## src/common/mds_pkg.sv

```systemverilog
// Purpose: Shared constants for the motor driver status bank
// Assumes: 16-bit serial frames, 8-bit status registers
// Notes:   Offsets are 6-bit register indices within the serial frame
package mds_pkg;
  // Register offsets
  localparam logic [5:0] OFS_SUMMARY    = 6'h00;
  localparam logic [5:0] OFS_THERMAL_OC = 6'h01;
  localparam logic [5:0] OFS_SUPPLY     = 6'h02;
  localparam logic [5:0] OFS_LAST_VALID = 6'h0C;
  // Reset values
  localparam logic [7:0] STAT_RST       = 8'h00;
  // Summary register fields
  localparam int SUM_STALL  = 7;
  localparam int SUM_REGF   = 6;
  localparam int SUM_SERF   = 5;
  localparam int SUM_OC     = 4;
  localparam int SUM_SUPPLY_POR_CLEAR_FLAG   = 3;
  localparam int SUM_OVP    = 2;
  localparam int SUM_THERM  = 1;
  localparam int SUM_FAULT  = 0;
  // Thermal and overcurrent register fields
  localparam int TOC_WARN   = 7;
  localparam int TOC_SHUT   = 6;
  // Frame layout
  localparam int FRM_RW     = 15;
  localparam int FRM_ADR_HI = 14;
  localparam int FRM_ADR_LO = 9;
  localparam logic [4:0] FRM_BITS     = 5'h10;
  localparam logic [4:0] FRM_ADR_DONE = 5'h07;
  localparam logic [4:0] FRM_CNT_MAX  = 5'h11;
  // Sticky event indices
  localparam int EV_FRAME   = 0;
  localparam int EV_PARITY  = 1;
  localparam int EV_ADDR    = 2;
  localparam int EV_WARN    = 3;
  localparam int EV_SHUT    = 4;
  localparam int EV_POR     = 5;
  localparam int EV_NUM     = 6;
  localparam logic [EV_NUM-1:0] EV_RST = 6'h20;
endpackage

```

## src/hw/mds_sticky.sv

```systemverilog
// Purpose: One latched event bit with set priority
// Assumes: Set, clear and init are synchronous to mclk
// Notes:   Init returns the bit to its power-up value
`timescale 1ns/100ps
module mds_sticky #(
  parameter logic RST_VAL = 1'b0
) (
  input  logic mclk,   // System clock
  input  logic rst,    // Async reset, active high
  input  logic init,   // Return to power-up value
  input  logic set,    // Event seen
  input  logic clr,    // Fault clear
  output logic flag    // Latched state
);
  logic flag_ff;
  logic nxt_flag;

  // Set wins over clear
  assign nxt_flag = init ? RST_VAL : (set ? 1'b1 : (clr ? 1'b0 : flag_ff));

  // State flop
  always_ff @(posedge mclk or posedge rst) begin
    if (rst) begin
      flag_ff <= RST_VAL;
    end else begin
      flag_ff <= nxt_flag;
    end
  end

  assign flag = flag_ff;
endmodule // mds_sticky

```

## src/hw/mds_status_bank.sv

```systemverilog
// Purpose: Read-only status bank of a three-phase motor driver, read by 16-bit serial frames
// Assumes: Serial pins and condition inputs are synchronous to mclk; sclk well below mclk/2
// Notes:   Rules carried by this block are listed below
`timescale 1ns/100ps
module mds_status_bank
  import mds_pkg::*;
(
  input  logic       mclk,                  // System clock, 10 MHz
  input  logic       rst,                   // Async reset, active high
  input  logic       sleep_pin_n,           // Low holds the device in sleep
  input  logic       fault_clear_bit,       // Fault clear command pulse
  input  logic       motor_stall_det,       // Stall condition level
  input  logic       regulator_fault_det,   // Regulator fault level
  input  logic       supply_por_det,        // Motor supply power-on reset event
  input  logic       supply_ovp_det,        // Motor supply overvoltage level
  input  logic       thermal_warning_det,   // Die temperature above warning trip
  input  logic       thermal_shutdown_det,  // Die temperature above shutdown trip
  input  logic [5:0] switch_oc_det,         // Overcurrent per switch, C high..A low
  input  logic [7:0] supply_link_in,        // Contents of the third status register
  input  logic       sclk,                  // Serial clock
  input  logic       scs_n,                 // Serial select, active low
  input  logic       sdi,                   // Serial data in
  output logic       sdo,                   // Serial data out
  output logic       sdo_oe,                // Drive enable for sdo
  output logic [7:0] summary_fault_status   // Summary register copy
);
  ////////////////////////////////////////////////////////////////////////////
  // Declarations
  logic [7:0]        sum_ff, nxt_sum;
  logic [7:0]        toc_ff, nxt_toc;
  logic [7:0]        sup_ff;
  logic              sclk_q_ff, scs_q_ff;
  logic [4:0]        cnt_ff;
  logic [15:0]       rx_ff, tx_ff;
  logic              sdo_ff, sdo_oe_ff;
  logic [EV_NUM-1:0] ev_set, ev_flag;
  logic              sclk_fall, sclk_rise, cs_fall, cs_rise, asleep;
  logic              full_frame, frame_err, parity_err, addr_err;
  logic [5:0]        rd_adr;
  logic [7:0]        rd_data;
  logic              serial_fault_flag, overcurrent_flag, thermal_flag;

  ////////////////////////////////////////////////////////////////////////////
  // Latched events
  assign asleep = ~sleep_pin_n;
  assign ev_set[EV_FRAME]  = frame_err;
  assign ev_set[EV_PARITY] = parity_err;
  assign ev_set[EV_ADDR]   = addr_err;
  assign ev_set[EV_WARN]   = thermal_warning_det;
  assign ev_set[EV_SHUT]   = thermal_shutdown_det;
  assign ev_set[EV_POR]    = supply_por_det;

  // One sticky cell per event, defaults restored in sleep
  generate
    for (genvar gi = 0; gi < EV_NUM; gi++) begin : g_ev
      mds_sticky #(.RST_VAL(EV_RST[gi])) u_ev (
        .mclk (mclk),
        .rst  (rst),
        .init (asleep),
        .set  (ev_set[gi]),
        .clr  (fault_clear_bit),
        .flag (ev_flag[gi])
      );
    end
  endgenerate

  ////////////////////////////////////////////////////////////////////////////
  // Register contents
  assign serial_fault_flag = ev_flag[EV_FRAME] | ev_flag[EV_PARITY] | ev_flag[EV_ADDR];
  assign overcurrent_flag  = |switch_oc_det;
  assign thermal_flag      = ev_flag[EV_WARN] | ev_flag[EV_SHUT];

  // Summary register next value
  always_comb begin
    nxt_sum            = STAT_RST;
    nxt_sum[SUM_STALL] = motor_stall_det;
    nxt_sum[SUM_REGF]  = regulator_fault_det;
    nxt_sum[SUM_SERF]  = serial_fault_flag;
    nxt_sum[SUM_OC]    = overcurrent_flag;
    nxt_sum[SUM_SUPPLY_POR_CLEAR_FLAG]  = ~ev_flag[EV_POR];
    nxt_sum[SUM_OVP]   = supply_ovp_det;
    nxt_sum[SUM_THERM] = thermal_flag;
    nxt_sum[SUM_FAULT] = motor_stall_det | regulator_fault_det | serial_fault_flag
                       | overcurrent_flag | supply_ovp_det | thermal_flag;
  end

  // Thermal and overcurrent register next value
  always_comb begin
    nxt_toc           = STAT_RST;
    nxt_toc[TOC_WARN] = ev_flag[EV_WARN];
    nxt_toc[TOC_SHUT] = ev_flag[EV_SHUT];
    nxt_toc[5:0]      = switch_oc_det;
  end

  // Status flops, cleared in reset and sleep
  always_ff @(posedge mclk or posedge rst) begin
    if (rst) begin
      sum_ff <= STAT_RST;
      toc_ff <= STAT_RST;
      sup_ff <= STAT_RST;
    end else if (asleep) begin
      sum_ff <= STAT_RST;
      toc_ff <= STAT_RST;
      sup_ff <= STAT_RST;
    end else begin
      sum_ff <= nxt_sum;
      toc_ff <= nxt_toc;
      sup_ff <= supply_link_in;
    end
  end

  ////////////////////////////////////////////////////////////////////////////
  // Serial frame decode
  assign sclk_fall  = sclk_q_ff & ~sclk & ~scs_n;
  assign sclk_rise  = ~sclk_q_ff & sclk & ~scs_n;
  assign cs_fall    = scs_q_ff & ~scs_n;
  assign cs_rise    = ~scs_q_ff & scs_n;
  assign full_frame = (cnt_ff == FRM_BITS);
  assign frame_err  = cs_rise & ~full_frame & sleep_pin_n;
  assign parity_err = cs_rise & full_frame & (^rx_ff) & sleep_pin_n;
  assign addr_err   = cs_rise & full_frame & sleep_pin_n
                    & (rx_ff[FRM_ADR_HI:FRM_ADR_LO] > OFS_LAST_VALID);
  assign rd_adr     = rx_ff[5:0];  // Address once seven bits are in

  // Read mux, other offsets answer zero
  assign rd_data = (rd_adr == OFS_SUMMARY)    ? sum_ff :
                   (rd_adr == OFS_THERMAL_OC) ? toc_ff :
                   (rd_adr == OFS_SUPPLY)     ? sup_ff :
                   STAT_RST;

  // Pin history for edge detection
  always_ff @(posedge mclk or posedge rst) begin
    if (rst) begin
      sclk_q_ff <= 1'b0;
      scs_q_ff  <= 1'b1;
    end else begin
      sclk_q_ff <= sclk;
      scs_q_ff  <= scs_n;
    end
  end

  // Receive shifter and bit counter; writes are never applied
  always_ff @(posedge mclk or posedge rst) begin
    if (rst) begin
      rx_ff  <= 16'h0000;
      cnt_ff <= 5'h00;
    end else if (asleep || cs_fall) begin
      rx_ff  <= 16'h0000;
      cnt_ff <= 5'h00;
    end else if (sclk_fall) begin
      rx_ff  <= {rx_ff[14:0], sdi};
      cnt_ff <= (cnt_ff == FRM_CNT_MAX) ? cnt_ff : cnt_ff + 5'h01;
    end
  end

  // Reply word: status byte then register byte, shifted on rising sclk
  always_ff @(posedge mclk or posedge rst) begin
    if (rst) begin
      tx_ff     <= 16'h0000;
      sdo_ff    <= 1'b0;
      sdo_oe_ff <= 1'b0;
    end else if (asleep) begin
      tx_ff     <= 16'h0000;
      sdo_ff    <= 1'b0;
      sdo_oe_ff <= 1'b0;
    end else begin
      sdo_oe_ff <= ~scs_n;
      if (cs_fall) begin
        tx_ff[15:8] <= sum_ff;
        sdo_ff      <= sum_ff[7];
      end else if (cnt_ff == FRM_ADR_DONE) begin
        tx_ff[7:0]  <= rd_data;
      end
      if (sclk_rise && cnt_ff != 5'h00 && cnt_ff < FRM_BITS) begin
        sdo_ff <= tx_ff[~cnt_ff[3:0]];
      end
    end
  end

  assign sdo                  = sdo_ff;
  assign sdo_oe               = sdo_oe_ff;
  assign summary_fault_status = sum_ff;

  ////////////////////////////////////////////////////////////////////////////
  // Checks
  property p_reset_zero;
    @(posedge mclk) $fell(rst) |-> (sum_ff == STAT_RST && toc_ff == STAT_RST);
  endproperty
  a_reset_zero: assert property (p_reset_zero) else $error("status not zero after reset");

  property p_stall;
    @(posedge mclk) disable iff (rst)
      (sleep_pin_n && motor_stall_det) |=> sum_ff[SUM_STALL];
  endproperty
  a_stall: assert property (p_stall) else $error("stall flag missing");

  property p_oc_summary;
    @(posedge mclk) disable iff (rst)
      (sleep_pin_n && switch_oc_det != 6'h00) |=> sum_ff[SUM_OC] && sum_ff[SUM_FAULT];
  endproperty
  a_oc_summary: assert property (p_oc_summary) else $error("overcurrent summary missing");

  property p_por_low;
    @(posedge mclk) disable iff (rst)
      (sleep_pin_n && supply_por_det) ##1 sleep_pin_n |=> !sum_ff[SUM_SUPPLY_POR_CLEAR_FLAG];
  endproperty
  a_por_low: assert property (p_por_low) else $error("power-on flag not low");

  property p_ovp;
    @(posedge mclk) disable iff (rst)
      sleep_pin_n |=> (sum_ff[SUM_OVP] == $past(supply_ovp_det));
  endproperty
  a_ovp: assert property (p_ovp) else $error("overvoltage flag wrong");

  property p_thermal_or;
    @(posedge mclk) disable iff (rst)
      (toc_ff[TOC_WARN] || toc_ff[TOC_SHUT]) && sleep_pin_n && $past(sleep_pin_n)
      && !$past(fault_clear_bit) |=> sum_ff[SUM_THERM];
  endproperty
  a_thermal_or: assert property (p_thermal_or) else $error("thermal summary missing");

  property p_switch_oc;
    @(posedge mclk) disable iff (rst)
      sleep_pin_n |=> (toc_ff[5:0] == $past(switch_oc_det));
  endproperty
  a_switch_oc: assert property (p_switch_oc) else $error("switch overcurrent wrong");

  property p_shut_hold;
    @(posedge mclk) disable iff (rst)
      (toc_ff[TOC_SHUT] && sleep_pin_n && !fault_clear_bit && !$past(fault_clear_bit))
      ##1 sleep_pin_n |=> toc_ff[TOC_SHUT];
  endproperty
  a_shut_hold: assert property (p_shut_hold) else $error("shutdown flag dropped");

  property p_sleep_clear;
    @(posedge mclk) disable iff (rst)
      !sleep_pin_n |=> (sum_ff == STAT_RST && toc_ff == STAT_RST && !sdo_oe);
  endproperty
  a_sleep_clear: assert property (p_sleep_clear) else $error("sleep did not clear");

  property p_status_first;
    @(posedge mclk) disable iff (rst)
      (cs_fall && sleep_pin_n) |=> (sdo == $past(sum_ff[7]));
  endproperty
  a_status_first: assert property (p_status_first) else $error("status msb not first");
endmodule // mds_status_bank

```

## config.mk

```make
export PLATFORM = sky130hd
export DESIGN_NAME = mds_status_bank
export DESIGN_NICKNAME = d
export VERILOG_FILES = /design/src/common/mds_pkg.sv /design/src/hw/mds_sticky.sv /design/src/hw/mds_status_bank.sv
export SDC_FILE = /design/constraint.sdc
export NUM_CORES = 1
export LEC_CHECK = 0
export ABC_AREA = 1
export BUFFER_PORTS_ARGS = -buffer_cell sky130_fd_sc_hd__clkbuf_2
export CORE_UTILIZATION = 63
export DETAILED_ROUTE_END_ITERATION = 10
export PLACE_DENSITY = 0.84
export SYNTH_ARGS = -nofsm -noshare
export SYNTH_HDL_FRONTEND = slang
export SYNTH_HIERARCHICAL = 1
export SYNTH_SLANG_ARGS = --single-unit
```

## constraint.sdc

```tcl
create_clock -name mclk -period 4.9 [get_ports mclk]
set_input_delay 0.49 -clock mclk [delete_from_list [all_inputs] [get_ports mclk]]
set_output_delay 0.49 -clock mclk [all_outputs]
set_load 0.01 [all_outputs]
```

==> results by stage <==
Cells and area:
- The ratio of cells with drive above 1 in the final layout is 16.46%.
- From synthesis to final layout, the design area changed by 11.29%.
- At the end of the flow, the number of nets in the layout was 516.
- The antenna diode instance count is 0.
- Counting the fill cells in the layout gives 426.
- The finished layout cell area is 0.004034 mm2.
- The share of the core filled with cells in the final layout is 72.81%.

STA:
- The highest clock frequency the design can meet is 424.6 MHz.
- Setup repair after global routing left no endpoint under its margin.
- The clock arrives with 0.007784 ns of skew.
- In the final timing run, aggregate negative setup slack is 0 ns.
- Setup slack on the critical path of the routed design comes to 2.545 ns.
- The minimum period implied by the final worst setup slack is 2.355 ns.
- The worst-case headroom to the max-slew limit is 47.60%.
- At the pin with the least slew margin, the transition time is 0.7860 ns.
- Setup violations remaining at the end of the flow were counted as 0.
- The tightest hold path in the finished design has a slack of 0.03154 ns.
- The final number of max-transition violations came to 0.
- The final critical path takes up 48.07% of the cycle.
- The number of hold violations in the final report was 0.

Floorplan:
- The height of the die is 77.85 um.
- The floorplan step defined a die boundary enclosing 0.006061 mm2.
- The initial core utilization is 65.42%.
- For this design the top-level I/O count stands at 37.
- The floorplan has 27 rows.
- The area of the core region is 0.005540 mm2.
- The width of the chip is 77.85 um.

Drt:
- In the routed layout, each cell is associated on average with a via count of 5.443.
- The number of nets with antenna violations after routing is 0.
- The number of design-rule violations left by the first detailed-router iteration is 292.
- After detailed routing, the number of remaining DRC violations is 0.
- The routed wire length per instance is 13.99 um.
- The routed design has 7808 um of wire.
- The final route contains 3037 vias.
- For this run, the detailed router's first-pass iteration total came to 5.

Setup path:
- The setup path with the least slack is of type in2reg.
- Along the worst path, the maximum fanout reaches 30.
- The sort of element at the end of the critical path is a register.
- At the worst endpoint, the required time is 5.17 ns.
- In this run the critical register-to-register path is captured at rx_ff[8]$_DFFE_PP0P_.
- The register-to-register setup slack is 2.94 ns.
- Tracing the worst setup path back leads to its startpoint at sleep_pin_n.
- The worst setup path is launched from a primary input.
- STA puts the critical path data arrival time at 2.62 ns.
- In this run the critical register-to-register path is launched from scs_q_ff$_DFF_PP1_.
- The number of cell instances on the worst register-to-register path is 5.

CTS:
- The clock insertion delay at the later pin of the skew report is 0.36 ns.
- TritonCTS created 9 clock buffers.
- After clock tree synthesis, the clock-pin slew on the worst setup and hold paths is 0.08 ns.
- The number of gates resized after cts is 0.
- The number of buffers added for setup after CTS is 0.
- The cell sitting at the root of the clock tree is a sky130_fd_sc_hd__clkbuf_8.
- The H-tree was split into 3 levels.
- The clock net sink count is 71.
- Buffers inserted to repair hold after CTS numbered 0.
- In this run the deepest clock path goes through 2 buffers.
- TritonCTS built the clock tree.

Yosys:
- The number of enable-type register cells in the synthesized netlist is 0.
- The register bit total from synthesis is 71.
- The most instantiated flip-flop cell in the synthesis netlist is sky130_fd_sc_hd__dfrtp_1.
- sky130_fd_sc_hd__dfrtp_1 takes more of the synthesized area than any other cell.
- By area the synthesized netlist is led by sky130_fd_sc_hd__dfrtp_1, sky130_fd_sc_hd__nand2_1, sky130_fd_sc_hd__nand3_1.
- The average size of a mapped cell is 8.127 um2.
- Counting every instance in the synthesized netlist gives 446.
- The netlist uses 34 different library cells.
- The post-synth design cell area is 0.003625 mm2.
- After synthesis, flip-flops and latches occupy 49.09% of the total area.
- The number of nets in the synthesized netlist is 481.
- The yosys synthesis warning count is 6.
- The async set-or-reset flop fraction in the synthesized netlist is 100.0%.
- The share of Yosys cell area claimed by the top area cell type is 47.64%.

GRT:
- The first-pass GRT wire length is 13620 um.
- The pin count of the biggest net entering global routing is 66.
- The number of global-route vias before repair is 2917.
- The initial antenna violation count is 0.
- Global routing finished with a remaining overflow of 0.
- The total routing resource utilization after global routing is 29.57%.

Placement:
- The setup slack after placement is 2.225 ns.
- The count of input and output buffers is 36.
- The HPWL after detailed placement is 5327 um.
- The final estimated routing congestion in global placement is 0.7851.
- Summing all placed instances gives a cell area of 0.003804 mm2.

Power:
- The power density normalized to cell area is 312.7 mW/mm2.
- The analysis attributes to cell leakage a power of 0.002150 uW.
- The peak supply drop is 0.2634 mV.

Run:
- Max-cap violations in this run came to 0.

Worst hold path:
- The path class of the tightest hold or removal check is in2async.

Run status:
- The run finished with clean final reports.
-- cell type report --
class                   instances  area, um2  share of cell area (%)
multi-input cells             286       1461                   36.23
flip-flops and latches         71       1779                   44.11
well taps                      72      90.09                   2.233
clock buffers                   9      123.9                   3.071
inverters                      76      285.3                   7.072
clock inverters                 7      106.4                   2.636
repair buffers                 37      187.7                   4.653
-- worst max-delay path, cell delays in order --
cell	delay, ns
sky130_fd_sc_hd__clkbuf_2	0.46
sky130_fd_sc_hd__inv_2	0.30
sky130_fd_sc_hd__nor2_4	0.62
sky130_fd_sc_hd__nand2_1	0.45
sky130_fd_sc_hd__o21ai_0	0.28
-- cells in the mapped netlist (2+ instances only) --
cell type                  number
sky130_fd_sc_hd__nand2_4        2
sky130_fd_sc_hd__ha_1           8
sky130_fd_sc_hd__nand3_1       59
sky130_fd_sc_hd__dfstp_2        2
sky130_fd_sc_hd__buf_4          2
sky130_fd_sc_hd__buf_6          5
sky130_fd_sc_hd__dfrtp_1       69
sky130_fd_sc_hd__nor2_2         3
sky130_fd_sc_hd__a21oi_2        6
sky130_fd_sc_hd__a21oi_1        2
sky130_fd_sc_hd__a32o_1         8
sky130_fd_sc_hd__nor2_4         2
sky130_fd_sc_hd__inv_2          7
sky130_fd_sc_hd__nor3_1         6
sky130_fd_sc_hd__a31oi_1        2
sky130_fd_sc_hd__o211ai_1       8
sky130_fd_sc_hd__o21ai_1        4
sky130_fd_sc_hd__nand2_2        2
sky130_fd_sc_hd__buf_2          4
sky130_fd_sc_hd__nor2_1        18
sky130_fd_sc_hd__inv_1         68
sky130_fd_sc_hd__o21ai_0       17
sky130_fd_sc_hd__nand2_1      130
sky130_fd_sc_hd__nand4_1        2
-- through the flow --
stage	power [uW]	cells
6_report	1261	558
2_1_floorplan	707.5	446
5_1_grt	1310	558
3_5_place_dp	738.7	542
4_1_cts	1265	558
3_3_place_gp	735.2	542
-- power breakdown --
group	switching (uW)	internal (uW)	total, uW
clock network	239	293	532
registers	17.9	604	622
logic	72.7	34.1	107
total	330	931	1260
-- flip-flops by register name (all words and copies together), names as in the netlist --
signal,count
sdo,1
scs_q_ff,1
sdo_oe,1
tx_ff,16
toc_ff,8
rx_ff,16
cnt_ff,5
sup_ff,8
g_ev.u_ev/flag,6
summary_fault_status,8
sclk_q_ff,1
-- how the worst max path moves through the flow --
stage | endpoint | slack (ns) | cells after the start
2_1_floorplan | cnt_ff[0]$_DFFE_PP0P_ | 2.79 | 1
4_1_cts | rx_ff[8]$_DFFE_PP0P_ | 2.58 | 5
5_1_grt | rx_ff[8]$_DFFE_PP0P_ | 2.35 | 5
3_3_place_gp | rx_ff[5]$_DFFE_PP0P_ | 2.35 | 5
3_5_place_dp | rx_ff[8]$_DFFE_PP0P_ | 2.23 | 5
6_report | rx_ff[8]$_DFFE_PP0P_ | 2.54 | 5
-- metal layers --
layer / GRT usage, % / part of all wire (%) / vias up
met5: 0 / 0 / -
met4: 9.811 / 1.5 / 0
met3: 7.765 / 5.1 / 15
met2: 45.84 / 47 / 89
met1: 40.49 / 46 / 1449
li1: - / - / 1484
-- logic make-up after synthesis --
logic type | synth area share, %
xor+xnor | 0.4833
compound gates | 9.044
buf+inv | 10.60
simple gates | 28.03
fa+ha+maj | 2.762
flops | 49.09
-- placed cells by master (no fill, tap or decap), drive strengths merged, types with 8 or more instances in the layout --
master and instances:
o21ai 21, clkbuf 45, nand3 60, nand2 134, nor2 23, a32o 8, a21oi 8, inv 76
ha 8, dfrtp 69, o211ai 8
Note: power is estimated with default switching activity, not from simulation.
